`src/stl_pkg.sv`:
```
/*
 Constants and carrier types of the servo torque limit unit.
 Assumes one clock (mclk, 25 MHz) and synchronous active-high reset.
*/
// Behaviour
// - Clamp torque reference to forward or reverse internal limit by rotation.
// - Limits are percent of rated torque, 0 to maximum; internal default maximum.
// - Select 0: output active while speed at or above running level.
// - Select 1: output low while torque reference exceeds active limit.
// - Comparison limit is the lower of internal and external, external only while its request asserted.
// - Status bit and monitor word bit 4 follow the contact output.
// - External limits apply only when speed-control select bit 2 is 0.
// - Forward request low restricts forward torque to forward external limit.
// - Reverse request low restricts reverse torque to reverse external limit.
// - External limits range 0 to maximum, default 100 percent.
package stl_pkg;
   localparam int TQ_W = 16;
   localparam int PCT_W = 10;
   localparam int SPD_W = 16;
   localparam int MON_W = 16;
   localparam logic [PCT_W-1:0] MAX_TORQUE_PCT = 10'h12C;
   localparam logic [PCT_W-1:0] EXT_LIMIT_DEFAULT = 10'h064;
   localparam int SEL_OUT_BIT = 4;
   localparam int SEL_SPEED_BIT = 2;
   localparam int MON_LIMIT_BIT = 4;

   typedef struct packed {
      logic [PCT_W-1:0] fwd_internal_torque_limit;
      logic [PCT_W-1:0] rev_internal_torque_limit;
      logic [PCT_W-1:0] fwd_external_torque_limit;
      logic [PCT_W-1:0] rev_external_torque_limit;
   } stl_limits_t;

   typedef struct packed {
      logic [TQ_W-1:0] torque_out;
      logic            out_active;
      logic            limiting;
   } stl_state_t;
endpackage

```
`src/stl_clamp.sv`:
```
/*
 One-direction clamp of torque magnitude against an effective percent limit.
 Assumes magnitude and limit in the same percent-of-rated units.
*/
`timescale 1ns/10ps
module stl_clamp
   import stl_pkg::*;
(
   input  wire logic [TQ_W-1:0]  magnitude,
   input  wire logic [PCT_W-1:0] int_limit,
   input  wire logic [PCT_W-1:0] ext_limit,
   input  wire logic             ext_on,
   output      logic [TQ_W-1:0]  clamped,
   output      logic             over
);
   logic [PCT_W-1:0] int_sat;
   logic [PCT_W-1:0] ext_sat;
   logic [PCT_W-1:0] eff;

   always_comb begin
      // Settings above maximum torque are held at maximum
      int_sat = (int_limit > MAX_TORQUE_PCT) ? MAX_TORQUE_PCT : int_limit;
      ext_sat = (ext_limit > MAX_TORQUE_PCT) ? MAX_TORQUE_PCT : ext_limit;
      eff = int_sat;
      if (ext_on && (ext_sat < int_sat)) begin
         eff = ext_sat;
      end
      over = magnitude > TQ_W'(eff);
      clamped = over ? TQ_W'(eff) : magnitude;
   end
endmodule

```
`src/stl_top.sv`:
```
/*
 Torque limit unit: clamps the signed torque reference to internal and
 external limits and drives the multiplexed limit/running contact output.
 Assumes all inputs synchronous to mclk; settings held by the caller.
*/
`timescale 1ns/10ps
module stl_top
   import stl_pkg::*;
(
   input  wire logic               mclk,
   input  wire logic               rst,
   input  wire stl_pkg::stl_limits_t limits,
   input  wire logic [15:0]        config_switch_a,
   input  wire logic [15:0]        config_switch_b,
   input  wire logic [stl_pkg::TQ_W-1:0]  torque_ref,
   input  wire logic [stl_pkg::SPD_W-1:0] motor_speed,
   input  wire logic [stl_pkg::SPD_W-1:0] running_speed_level,
   input  wire logic               fwd_limit_request_n,
   input  wire logic               rev_limit_request_n,
   output      logic [stl_pkg::TQ_W-1:0]  torque_limited,
   output      logic               limit_or_running_output,
   output      logic               status_indication,
   output      logic [stl_pkg::MON_W-1:0] monitor_status_word,
   output      logic               torque_limiting
);
   import stl_pkg::*;

   ////////////////////////////////////////////////////////////////////
   stl_state_t       st_r;
   stl_state_t       st_nxt;
   logic             reverse;
   logic [TQ_W-1:0]  mag;
   logic [TQ_W-1:0]  fwd_clamped;
   logic [TQ_W-1:0]  rev_clamped;
   logic             fwd_over;
   logic             rev_over;
   logic             ext_enable;
   logic             fwd_ext_on;
   logic             rev_ext_on;

   assign reverse = torque_ref[TQ_W-1];
   assign mag = reverse ? TQ_W'(-torque_ref) : torque_ref;
   assign ext_enable = ~config_switch_b[SEL_SPEED_BIT];
   assign fwd_ext_on = ext_enable & ~fwd_limit_request_n;
   assign rev_ext_on = ext_enable & ~rev_limit_request_n;

   stl_clamp u_fwd (
      .magnitude (mag),
      .int_limit (limits.fwd_internal_torque_limit),
      .ext_limit (limits.fwd_external_torque_limit),
      .ext_on    (fwd_ext_on),
      .clamped   (fwd_clamped),
      .over      (fwd_over)
   );

   stl_clamp u_rev (
      .magnitude (mag),
      .int_limit (limits.rev_internal_torque_limit),
      .ext_limit (limits.rev_external_torque_limit),
      .ext_on    (rev_ext_on),
      .clamped   (rev_clamped),
      .over      (rev_over)
   );

   ////////////////////////////////////////////////////////////////////
   always_comb begin
      st_nxt = st_r;
      if (reverse) begin
         st_nxt.torque_out = TQ_W'(-rev_clamped);
         st_nxt.limiting = rev_over;
      end else begin
         st_nxt.torque_out = fwd_clamped;
         st_nxt.limiting = fwd_over;
      end
      // Active means contact closed, pin low
      if (config_switch_a[SEL_OUT_BIT]) begin
         st_nxt.out_active = st_nxt.limiting;
      end else begin
         st_nxt.out_active = motor_speed >= running_speed_level;
      end
   end

   always_ff @(posedge mclk) begin
      if (rst) begin
         st_r <= '0;
      end else begin
         st_r <= st_nxt;
      end
   end

   ////////////////////////////////////////////////////////////////////
   assign torque_limited = st_r.torque_out;
   assign limit_or_running_output = ~st_r.out_active;
   assign status_indication = st_r.out_active;
   assign torque_limiting = st_r.limiting;
   always_comb begin
      monitor_status_word = '0;
      monitor_status_word[MON_LIMIT_BIT] = st_r.out_active;
   end
endmodule

```
`config.mk`:
```
export PLATFORM = sky130hd
export DESIGN_NAME = stl_top
export DESIGN_NICKNAME = d
export VERILOG_FILES = /design/src/stl_pkg.sv /design/src/stl_clamp.sv /design/src/stl_top.sv
export SDC_FILE = /design/constraint.sdc
export NUM_CORES = 1
export LEC_CHECK = 0
export ABC_AREA = 1
export ABC_CLOCK_PERIOD_IN_PS = 10110
export BUFFER_PORTS_ARGS = -buffer_cell sky130_fd_sc_hd__buf_4
export CAP_MARGIN = 20
export CORE_MARGIN = 2
export CORE_UTILIZATION = 43
export CTS_BUF_LIST = sky130_fd_sc_hd__clkbuf_8
export DETAILED_ROUTE_END_ITERATION = 7
export PLACE_DENSITY_LB_ADDON = 0.08
export REMOVE_ABC_BUFFERS = 1
export SLEW_MARGIN = 30
export SYNTH_ARGS = -nofsm -noshare
export SYNTH_HDL_FRONTEND = slang
export SYNTH_SLANG_ARGS = --single-unit
```
`constraint.sdc`:
```
create_clock -name mclk -period 10.11 [get_ports mclk]
set_input_delay 0.5055 -clock mclk [delete_from_list [all_inputs] [get_ports mclk]]
set_output_delay 0.5055 -clock mclk [all_outputs]
set_load 0.1 [all_outputs]
```
==> results.md, run 1 <==
* Clock sinks at 18
* CTS tree: done
* Worst hold-check path type: input port to flop
* Synth warn at 0
* # setup viols final at 0
* Max_slew headroom at 64.7%
* H-tree depth at 1
* CP endpoint kind: flop
* #FFs+latches synth at 18
* Pin count of the biggest net entering global routing at 20
* Synth area leaders: ha_1, nand2_1, dfxtp_1
* Synthesized area at 0.00350 mm²
* DR vias/cell at 4.94
* Crit-path slowest cell: nor2_1
* Die Y at 94.2 µm
* Clock Pin Slew Worst Setup and Hold Paths at 60 ps
* CTS root buffer: clkbuf_8
* Ant diodes at 0
* GRT Overall Usage at 20.8%
* Max stage delay on crit path at 440 ps
* Area leader, netlist: ha_1
* Flop pwr share at 20.0%
* Internal power at 0.195 mW
* Critical path fanouts, max at 18
* Netlist cell types at 48
* Core area at 0.00781 mm²
* Via count at 3874
* Slew Limit Fails at 0
* Vias in the first global route at 3479
* CP arrival at 5150 ps
* DP HPWL at 8390 µm
* Crit path time final at 4990 ps
* Sw frac at 50.3%
* RSZ-0062 raised after global routing: false
* Top-Level Pins at 159
* Clock Path Buffers at 2
* Outcome: complete, no violations
* Layout net count at 863
* Routed wire per std cell at 11.8 µm
* Fillers at 811
* Setup crit start kind: input port
* GRT overflow at 0
* Avg Inst Size Synth at 6.17 µm²
* Hold_ws at 466 ps
* PwrDens at 88.4 mW/mm²
* Detailed Route WL at 9270 µm
* FMAX at 200 MHz
* Post-cts resize count at 0
* Ys flop type: dfxtp_1
* Initial antenna violation count at 0
* Area delta synth->final at 27.0%
* Worst slew pin tran at 516 ps
* Post-DRT Antenna Nets at 0
* Worst hold start: rst
* Post-CTS setup buffers at 0
* Leakage at 2.47 nW
* IO Port Bufs at 113
* Rows at 32
* Final Cycle Share at 49.4%
* 1st-iter DRT viols at 116
* Final Hold Viols at 0
* Initial core utilization at 44.9%
* Required @ worst endpoint at 10270 ps
* GP Congestion at 0.876
* Hold_buf cts at 0
* Seq/Total Area, Yosys at 10.3%
* Final core utilization at 57.0%
* Die Area at 0.00888 mm²
* First-pass GRT wire length at 15200 µm
* Cells after synthesis at 568
* Net Sw Power at 0.198 mW
* EDFF count, synth at 0
* Inserted Clock Buffers at 3
* Hold Crit Endpoint: torque_limiting
* Asr flop ratio synth at 0%
* Setup Crit Path Kind: input port to flop
* Hold Crit Depth at 2
* DRC errors left at 0
* Area share of the largest cell type after synthesis at 19.6%
* MaxCap Viol Count at 0
* Setup TNS at 0 ps
* Share of cells above drive strength 1 at 23.6%
* Initial DRT Pass Iterations at 5
* IR drop worst, VDD at 36.4 µV
* Clock Power Share at 13.9%
* Die width at 94.2 µm
* Comb pwr share at 66.1%
[layout by cell type (no fill, tap or decap), types with 15 or more instances in the layout]
master | netlist | final
nand2_1 | 124 | 124
buf_4 | 16 | 113
inv_1 | 86 | 86
nor2_1 | 56 | 56
ha_1 | 55 | 55
nand3_1 | 37 | 37
a21oi_1 | 31 | 31
conb_1 | 2 | 21
dfxtp_1 | 18 | 18
o21ai_0 | 15 | 15
[kinds of logic (layout without fill, tap and decap cells)]
kind of cell,count (synthesis),after routing,synth area share (%)
fa+ha+maj,55,55,19.6
buf+inv,117,213,14.8
compound gates,91,91,16.0
simple gates,275,275,36.5
xor+xnor,10,10,2.50
flops,18,18,10.3
other cells,2,21,0.214
[Yosys cell counts, types with 2 or more instances]
library cell  instances
a2111oi_0             2
nor2_4                2
o21ai_0              15
nor3_1                6
o221ai_1              2
dfxtp_1              18
nand2_1             124
conb_1                2
o21bai_1              3
o21ai_1               8
xor2_1               10
inv_1                86
or2_1                 3
nand3_1              37
and2_1                7
buf_6                 2
o21a_1               10
nand2_4               2
o22ai_1               4
a21oi_1              31
nand2_2               9
nor2_2               10
o31ai_1               2
buf_2                 3
inv_2                 9
nand3b_1              3
ha_1                 55
nand3_2               3
nor2_1               56
nand4_1               5
or2_2                 4
buf_4                16
o211ai_1              4
[sequential cells by signal, indices dropped and copies added (netlist names)]
name and flops:
torque_limiting 1, status_indication 1, torque_limited 16
[worst max path at each step]
stage,from,endpoint,slack (ps),cells after the start
4_1_cts,limits[6],torque_limited[10],5140,38
3_3_place_gp,limits[6],torque_limited[6],4960,38
6_report,limits[17],torque_limited[2],5120,27
3_5_place_dp,limits[6],torque_limited[10],4890,38
2_1_floorplan,limits[6],torque_limited[10],5740,37
5_1_grt,limits[17],torque_limited[2],4630,27
[layer usage]
layer  wire length [µm]  vias up  track usage (%)
li1                   -     2045                -
met1               4320     1700             28.2
met2               4300      120             36.8
met3                533        9            0.963
met4                112        0             3.50
met5                  0        -                0
[power groups by stage]
stage | clock network, mW | registers (mW) | logic (mW)
after global placement | 0 | 0.0800 | 0.255
after floorplan | 0 | 0.126 | 0.140
after global routing | 0.0582 | 0.0789 | 0.286
after detailed placement | 0 | 0.0801 | 0.259
final | 0.0548 | 0.0785 | 0.260
after CTS | 0.0560 | 0.0786 | 0.260
[per-stage QoR]
stage               power [mW]  instance area (µm²)  instances  setup slack (ps)
global placement         0.335                 4390        781              4960
finish                   0.393                 4450        785              5120
detailed placement       0.339                 4390        781              4890
global route             0.423                 4450        785              4630
CTS                      0.395                 4450        785              5140
floorplan                0.266                 3420        566              5740
[area by class of cell]
type | count | area [µm²] | share of cell area (%)
multi-input combinational | 452 | 2700 | 60.6
timing repair buffer | 113 | 848 | 19.1
sequential | 18 | 360 | 8.10
inverter | 96 | 360 | 8.10
tap | 102 | 128 | 2.87
clock buffer | 4 | 55.1 | 1.24
[worst max-delay path: cells and delay by family]
family	cells	cell delay (ps)
AND/OR/NAND/NOR	11	1810
AO/OA/AOI/OAI	9	1740
adder cells (fa/ha/maj)	2	650
buffers and inverters	5	450
Note: power is estimated with default switching activity, not from simulation.
==> run 2, diff against run 1 <==
--- a/config.mk
+++ b/config.mk
@@ -5,8 +5,8 @@
 export SDC_FILE = /design/constraint.sdc
 export NUM_CORES = 1
 export LEC_CHECK = 0
-export ABC_AREA = 1
-export ABC_CLOCK_PERIOD_IN_PS = 10110
+export ABC_AREA = 0
+export ABC_CLOCK_PERIOD_IN_PS = 4300
 export BUFFER_PORTS_ARGS = -buffer_cell sky130_fd_sc_hd__buf_4
 export CAP_MARGIN = 20
 export CORE_MARGIN = 2
==> constraint.sdc (replaced) <==
create_clock -name mclk -period 4.3 [get_ports mclk]
set_input_delay 0.215 -clock mclk [delete_from_list [all_inputs] [get_ports mclk]]
set_output_delay 0.215 -clock mclk [all_outputs]
set_load 0.1 [all_outputs]
==> run 2 against run 1 <==
Net effect:
- the flow now finishes with violations (setup timing)
- clock-buffer cell count unchanged
- setup slack worse by 6100 ps
- critical endpoint is now torque_limited[6]
- highest routed layer unchanged
- non-clock buffer count up 119
- largest power group unchanged
- via count up 5.1%
- clock power rose to 2.5 times the previous value
- global-route usage up 4.3 points
- core utilization up 16 points
==> results.md, run 2 <==
* Max stage delay on crit path at 490 ps (+50 ps)
* Post-synth top cells: ha_1, inv_1, nand2_1
* DR WL met2 at 5600 µm (+30%)
* Share of cells above drive strength 1 at 45.9% (+22 points)
* Die Area at 0.00873 mm² (-1.7%)
* Vias in the first global route at 3986 (+15%)
* Die Y at 93.5 µm (-0.84%)
* GRT overflow at 0 (unchanged)
* Worst slew pin tran at 650 ps (+134 ps)
* Final WS setup at -1010 ps (-6130 ps)
* Post-synthesis mux area share at 8.22% (+8.2 points)
* # setup viols final at 18 (+18)
* IR drop worst, VDD at 119 µV (+230%)
* CTS root buffer: clkbuf_8
* Post-DRT Antenna Nets at 0 (unchanged)
* Crit-path slowest cell: or4_4
* Outcome: complete, but fails checks
* Hold Crit Depth at 2 (unchanged)
* Clock Path Buffers at 2 (unchanged)
* Via count at 4071 (+5.1%)
* CTS tree: done
* Final core utilization at 73.4% (+16 points)
* Simple-Gate Fraction of Synth Area at 22.3% (-14 points)
* FMAX at 188 MHz
* GP Congestion at 0.972 (+11%)
* Crit path buf inv count at 4 (-1)
* Met3 Wirelength at 533 µm (unchanged)
* CP endpoint kind: flop
* DP Cell Count at 761 (-2.6%)
* Synth area leaders: ha_1, dfxtp_1, inv_1
* Initial core utilization at 44.5% (-0.33 points)
* Leakage at 2.84 nW (+15%)
* Adder-cell share of the synthesized area at 20.0% (+0.35 points)
* Compound-Gate Fraction of Synth Area at 23.4% (+7.3 points)
* Max reg flops at 16 (unchanged)
* #FFs+latches synth at 18 (unchanged)
* Asr flop ratio synth at 0% (unchanged)
* MaxCap Viol Count at 0 (unchanged)
* Final Cycle Share at 124%
* Critical path depth in cells at 28 (+3.7%)
* Die width at 93.5 µm (-0.84%)
* Post-Synth XOR/XNOR Area at 4.58% (+2.1 points)
* Top-Level Pins at 159 (unchanged)
* Slew Limit Fails at 0 (unchanged)
* Avg Inst Size Synth at 7.58 µm² (+23%)
* Netlist cell types at 55 (+15%)
* Clock sinks at 18 (unchanged)
* Clock Pin Slew Worst Setup and Hold Paths at 70 ps (about the same)
* Synth warn at 0 (unchanged)
* Initial antenna violation count at 0 (unchanged)
* Pre-CTS setup slack at -1600 ps (-6490 ps)
* Core area at 0.00773 mm² (-1.0%)
* DRC errors left at 0 (unchanged)
* Hold_ws at 156 ps (-310 ps)
* Area delta synth->final at 64.9%
* Ant diodes at 0 (unchanged)
* DP HPWL at 9330 µm (+11%)
* Required @ worst endpoint at 4430 ps (-5840 ps)
* EDFF count, synth at 0 (unchanged)
* Critical path fanouts, max at 5 (-13)
* First-pass GRT wire length at 18000 µm (+18%)
* Crit path time final at 5310 ps
* H-tree depth at 1 (unchanged)
* Synthesized area at 0.00344 mm² (-1.8%)
* Area share of the largest cell type after synthesis at 20.0% (+0.35 points)
* CP arrival at 5440 ps (+290 ps)
* Cells after synthesis at 454 (-20%)
* Rows at 32 (unchanged)
* Max layer used: met4
* Pin count of the biggest net entering global routing at 27 (+35%)
* Area leader, netlist: ha_1
* Ys flop type: dfxtp_1
* Initial DRT Pass Iterations at 4 (-1)
* Inserted Clock Buffers at 3 (unchanged)
* Violated checks: setup timing
* Top delay family on crit path: compound AO/OA/AOI/OAI gates
* Seq/Total Area, Yosys at 10.5% (+0.18 points)
* Setup crit start kind: input port
* Leading cell type in the layout, fill and taps excluded: buf_4
* Setup Crit Path Kind: input port to flop
* RSZ-0062 raised after global routing: true
* Most frequent cells in the layout: buf_4, ha_1, inv_1
* IO Port Bufs at 113 (unchanged)
* GRT Overall Usage at 25.1% (+4.3 points)
* Routed wire per std cell at 14.4 µm (+22%)
* Max_slew headroom at 56.2% (-8.5 points)
* 1st-iter DRT viols at 125 (+7.8%)
* Main combinational cell family by area after synthesis: compound AO/OA/AOI/OAI gates
* Final cell count without fillers at 781 (-0.51%)
* Final Hold Viols at 0 (unchanged)
* PwrDens at 186 mW/mm² (+110%)
* M1 WL at 4830 µm (+12%)
* DR vias/cell at 5.21 (+5.6%)
* Layout net count at 859 (-0.46%)
* Worst hold-check path type: input port to flop
* Detailed Route WL at 11300 µm (+22%)
* Most common cell in the synthesized netlist: ha_1
-- run 2: cell types whose count changed after synthesis, moves of 10 or more --
cell / previous run / this run
xnor2_1: 0 / 15
mux2i_1: 0 / 17
nor2b_1: 0 / 13
o21ai_0: 15 / 27
nand3_1: 37 / 6
nand2_1: 124 / 38
a21o_1: 1 / 15
inv_1: 86 / 48
nor2_1: 56 / 20
mux2_2: 0 / 10
nor2_2: 10 / 0
-- run 2: timing repair --
| item | 4_1_cts | 5_1_grt |
|---|---|---|
| gates resized for setup | 52 | 46 |
| hold endpoints to repair | 0 | 0 |
| pin swaps | 31 | 27 |
| hold buffers | 0 | 0 |
| setup buffers | 16 | 8 |
| endpoints found under the setup margin | 18 | 18 |
-- run 2: metrics by stage --
step                      setup TNS [ps]  cell area [µm²]  power [mW]
after floorplan                   -14360             3320       0.578
after global placement            -15590             5080       0.830
after detailed placement          -18220             5080       0.840
after CTS                          -8260             5440        1.02
after global routing              -14020             5670        1.12
final                             -10840             5670        1.06
-- run 2: report_power, final --
group          internal, mW  total (mW)  switching (mW)
Sequential            0.180       0.183         0.00358
Clock                0.0815       0.139          0.0573
Combinational         0.311       0.735           0.424
-- run 2: area by class of cell --
class | count | area, µm²
sequential | 18 | 360
inverter | 48 | 180
timing repair buffer | 232 | 1830
fill | 642 | 2050
clock buffer | 4 | 55.1
multi-input combinational | 377 | 3120
tap | 102 | 128
-- run 2: kinds of logic (layout without fill, tap and decap cells) --
family	after synthesis	in the layout
xor gates and xnor gates	18	18
AOI/OAI and AO/OA	114	114
adders and majority gates	55	55
muxes	27	27
buffers and inverters	78	284
other	2	21
DFF	18	18
and+or+nand+nor	142	142
-- run 2: path summary, 6_finish.rpt --
kind              startpoint  slack (ps)                 to
hold / removal           rst         160  torque_limited[1]
setup / recovery  limits[25]       -1010  torque_limited[6]
-- run 2: per-layer routing --
| metal | vias to the layer above | global-route usage, % |
|---|---|---|
| met5 | - | 0 |
| met4 | 0 | 7.11 |
| met3 | 26 | 2.10 |
| met2 | 128 | 46.3 |
| met1 | 1863 | 30.8 |
| li1 | 2054 | - |
==> run 3, diff against run 2 <==
--- a/config.mk
+++ b/config.mk
@@ -5,7 +5,7 @@
 export SDC_FILE = /design/constraint.sdc
 export NUM_CORES = 1
 export LEC_CHECK = 0
-export ABC_AREA = 0
+export ABC_AREA = 1
 export ABC_CLOCK_PERIOD_IN_PS = 4300
 export BUFFER_PORTS_ARGS = -buffer_cell sky130_fd_sc_hd__buf_4
 export CAP_MARGIN = 20
==> run 3 against run 2 <==
Net effect:
- the run now ends clean
- clock power decreased by 22%
- non-clock buffer count is 47 lower
- largest power group unchanged
- final cell count is 9.9% higher
- core utilization down 3.8 points
- worst hold slack gained 27 ps
- global-route usage shrank 2.9 points
- fmax rose by 27%
==> results.md, run 3 (synthesis results as in run 1) <==
* Clock sinks at 18 (unchanged)
* Setup Crit Path Kind: input port to flop
* Final Hold Viols at 0 (unchanged)
* Post-DRT Antenna Nets at 0 (unchanged)
* Critical Path Sink: torque_limited[14]
* Slew Limit Fails at 0 (unchanged)
* GRT Overall Usage at 22.2% (-2.9 points)
* GRT overflow at 0 (unchanged)
* H-tree depth at 1 (unchanged)
* Top-Level Pins at 159 (unchanged)
* IR drop worst, VDD at 114 µV (-4.4%)
* CP arrival at 4300 ps (-1140 ps)
* Die width at 94.2 µm (+0.85%)
* Max_slew headroom at 54.1% (-2.1 points)
* Clock Pin Slew Worst Setup and Hold Paths at 60 ps (about the same)
* Vias in the first global route at 3772 (-5.4%)
* Comb pwr share at 72.7% (+3.1 points)
* PwrDens at 197 mW/mm² (+5.9%)
* Die Area at 0.00888 mm² (+1.7%)
* Crit-path slowest cell: or2_2
* Leakage at 2.85 nW (+0.43%)
* Detailed Route WL at 10800 µm (-4.4%)
* Leading cell type in the layout, fill and taps excluded: buf_4
* Setup crit start kind: input port
* Net Sw Power at 0.534 mW (+10%)
* FMAX at 240 MHz (+27%)
* Top delay family on crit path: simple AND/OR/NAND/NOR gates
* Required @ worst endpoint at 4430 ps (about the same)
* Register Area at 360 µm² (unchanged)
* Worst slew pin tran at 681 ps (+31.2 ps)
* Crit path time final at 4170 ps (-1140 ps)
* Flop pwr share at 17.2% (about the same)
* Ant diodes at 0 (unchanged)
* Clock Power Share at 10.1% (-3.0 points)
* Final cell count without fillers at 858 (+9.9%)
* Critical path launch point: limits[4]
* Outcome: complete, no violations
* DR vias/cell at 4.91 (-5.8%)
* Internal power at 0.538 mW (-5.9%)
* Worst hold-check path type: input port to flop
* Sw frac at 49.8% (+3.9 points)
* Most frequent cells in the layout: buf_4, nand2_1, inv_1
* DP Cell Count at 849 (+12%)
* Power Total at 1.07 mW (+1.4%)
* # setup viols final at 0 (-18)
* 1st-iter DRT viols at 193 (+54%)
* Critical path depth in cells at 37 (+32%)
* MaxCap Viol Count at 0 (unchanged)
* Fillers at 700 (+9.0%)
* Die Y at 94.2 µm (+0.85%)
* Share of cells above drive strength 1 at 41.4% (-4.5 points)
* DRC errors left at 0 (unchanged)
* Via count at 4214 (+3.5%)
* Max reg flops at 16 (unchanged)
* Crit path buf inv count at 7 (+3)
* Max stage delay on crit path at 280 ps (-210 ps)
* Area delta synth->final at 55.1%
* First-pass GRT wire length at 16200 µm (-9.6%)
* Clock Path Buffers at 2 (unchanged)
* Rows at 32 (unchanged)
* Multi-input logic area at 0.00313 mm² (+0.52%)
* Layout net count at 937 (+9.1%)
* Critical path fanouts, max at 7 (+2)
* CTS root buffer: clkbuf_8
* Initial DRT Pass Iterations at 5 (+1)
* GP Congestion at 0.945 (-2.8%)
* Inserted Clock Buffers at 3 (unchanged)
* Initial core utilization at 44.9% (+0.33 points)
* IO Port Bufs at 113 (unchanged)
* Routed wire per std cell at 12.6 µm (-13%)
* DP HPWL at 8810 µm (-5.6%)
* Final Cycle Share at 96.9% (-27 points)
* CTS tree: done
* Pin count of the biggest net entering global routing at 20 (-26%)
* Initial antenna violation count at 0 (unchanged)
* Core area at 0.00781 mm² (+1.0%)
* Hold_buf cts at 0 (unchanged)
* CP endpoint kind: flop
-- run 3: worst min-delay path by stage --
| stage | start | to | cells after the start |
|---|---|---|---|
| finish | rst | torque_limited[4] | 2 |
| global route | rst | torque_limited[4] | 2 |
| CTS | rst | torque_limited[4] | 2 |
| detailed placement | rst | torque_limited[4] | 2 |
| global placement | rst | torque_limited[4] | 2 |
| floorplan | rst | torque_limited[3] | 1 |
-- run 3: final cells by class --
cell class	count	share of cell area, %
clock buffer	3	0.760
inverter	96	6.75
multi-input combinational	454	57.7
sequential	18	6.63
tap	102	2.35
timing repair buffer	185	25.8
-- run 3: through the flow --
| step | TNS [ps] | setup WS (ps) | hold slack, ps | util [%] | cell area (µm²) |
|---|---|---|---|---|---|
| 4_1_cts | 0 | 1.46 | 175 | 63.3 | 4950 |
| 3_5_place_dp | -3370 | -252 | 437 | 62.8 | 4900 |
| 2_1_floorplan | 0 | 218 | 284 | - | 3420 |
| 3_3_place_gp | -2290 | -257 | 433 | 62.8 | 4900 |
| 6_report | 0 | 132 | 183 | 69.6 | 5430 |
| 5_1_grt | -1420 | -140 | 180 | 69.6 | 5430 |
-- run 3: what timing repair did --
| item | CTS | global route |
|---|---|---|
| pin swaps | 0 | 45 |
| endpoints found under the hold margin | 0 | 0 |
| resized for setup | 1 | 109 |
| cloned | 0 | 2 |
| buffers inserted | 0 | 4 |
| setup endpoints to repair | 2 | 18 |
-- run 3: layer usage --
layer / wire length (µm) / up-vias / global-route usage, %
met5: 0 / - / 0
met4: 198 / 0 / 3.99
met3: 622 / 18 / 0.722
met2: 5400 / 139 / 40.0
met1: 4560 / 1858 / 29.6
li1: - / 2199 / -
-- run 3: power by group through the flow --
stage	Clock (mW)	Sequential [mW]	Combinational [mW]
2_1_floorplan	0	0.295	0.330
3_3_place_gp	0	0.188	0.670
3_5_place_dp	0	0.188	0.679
4_1_cts	0.111	0.185	0.682
5_1_grt	0.119	0.186	0.847
6_report	0.108	0.185	0.779
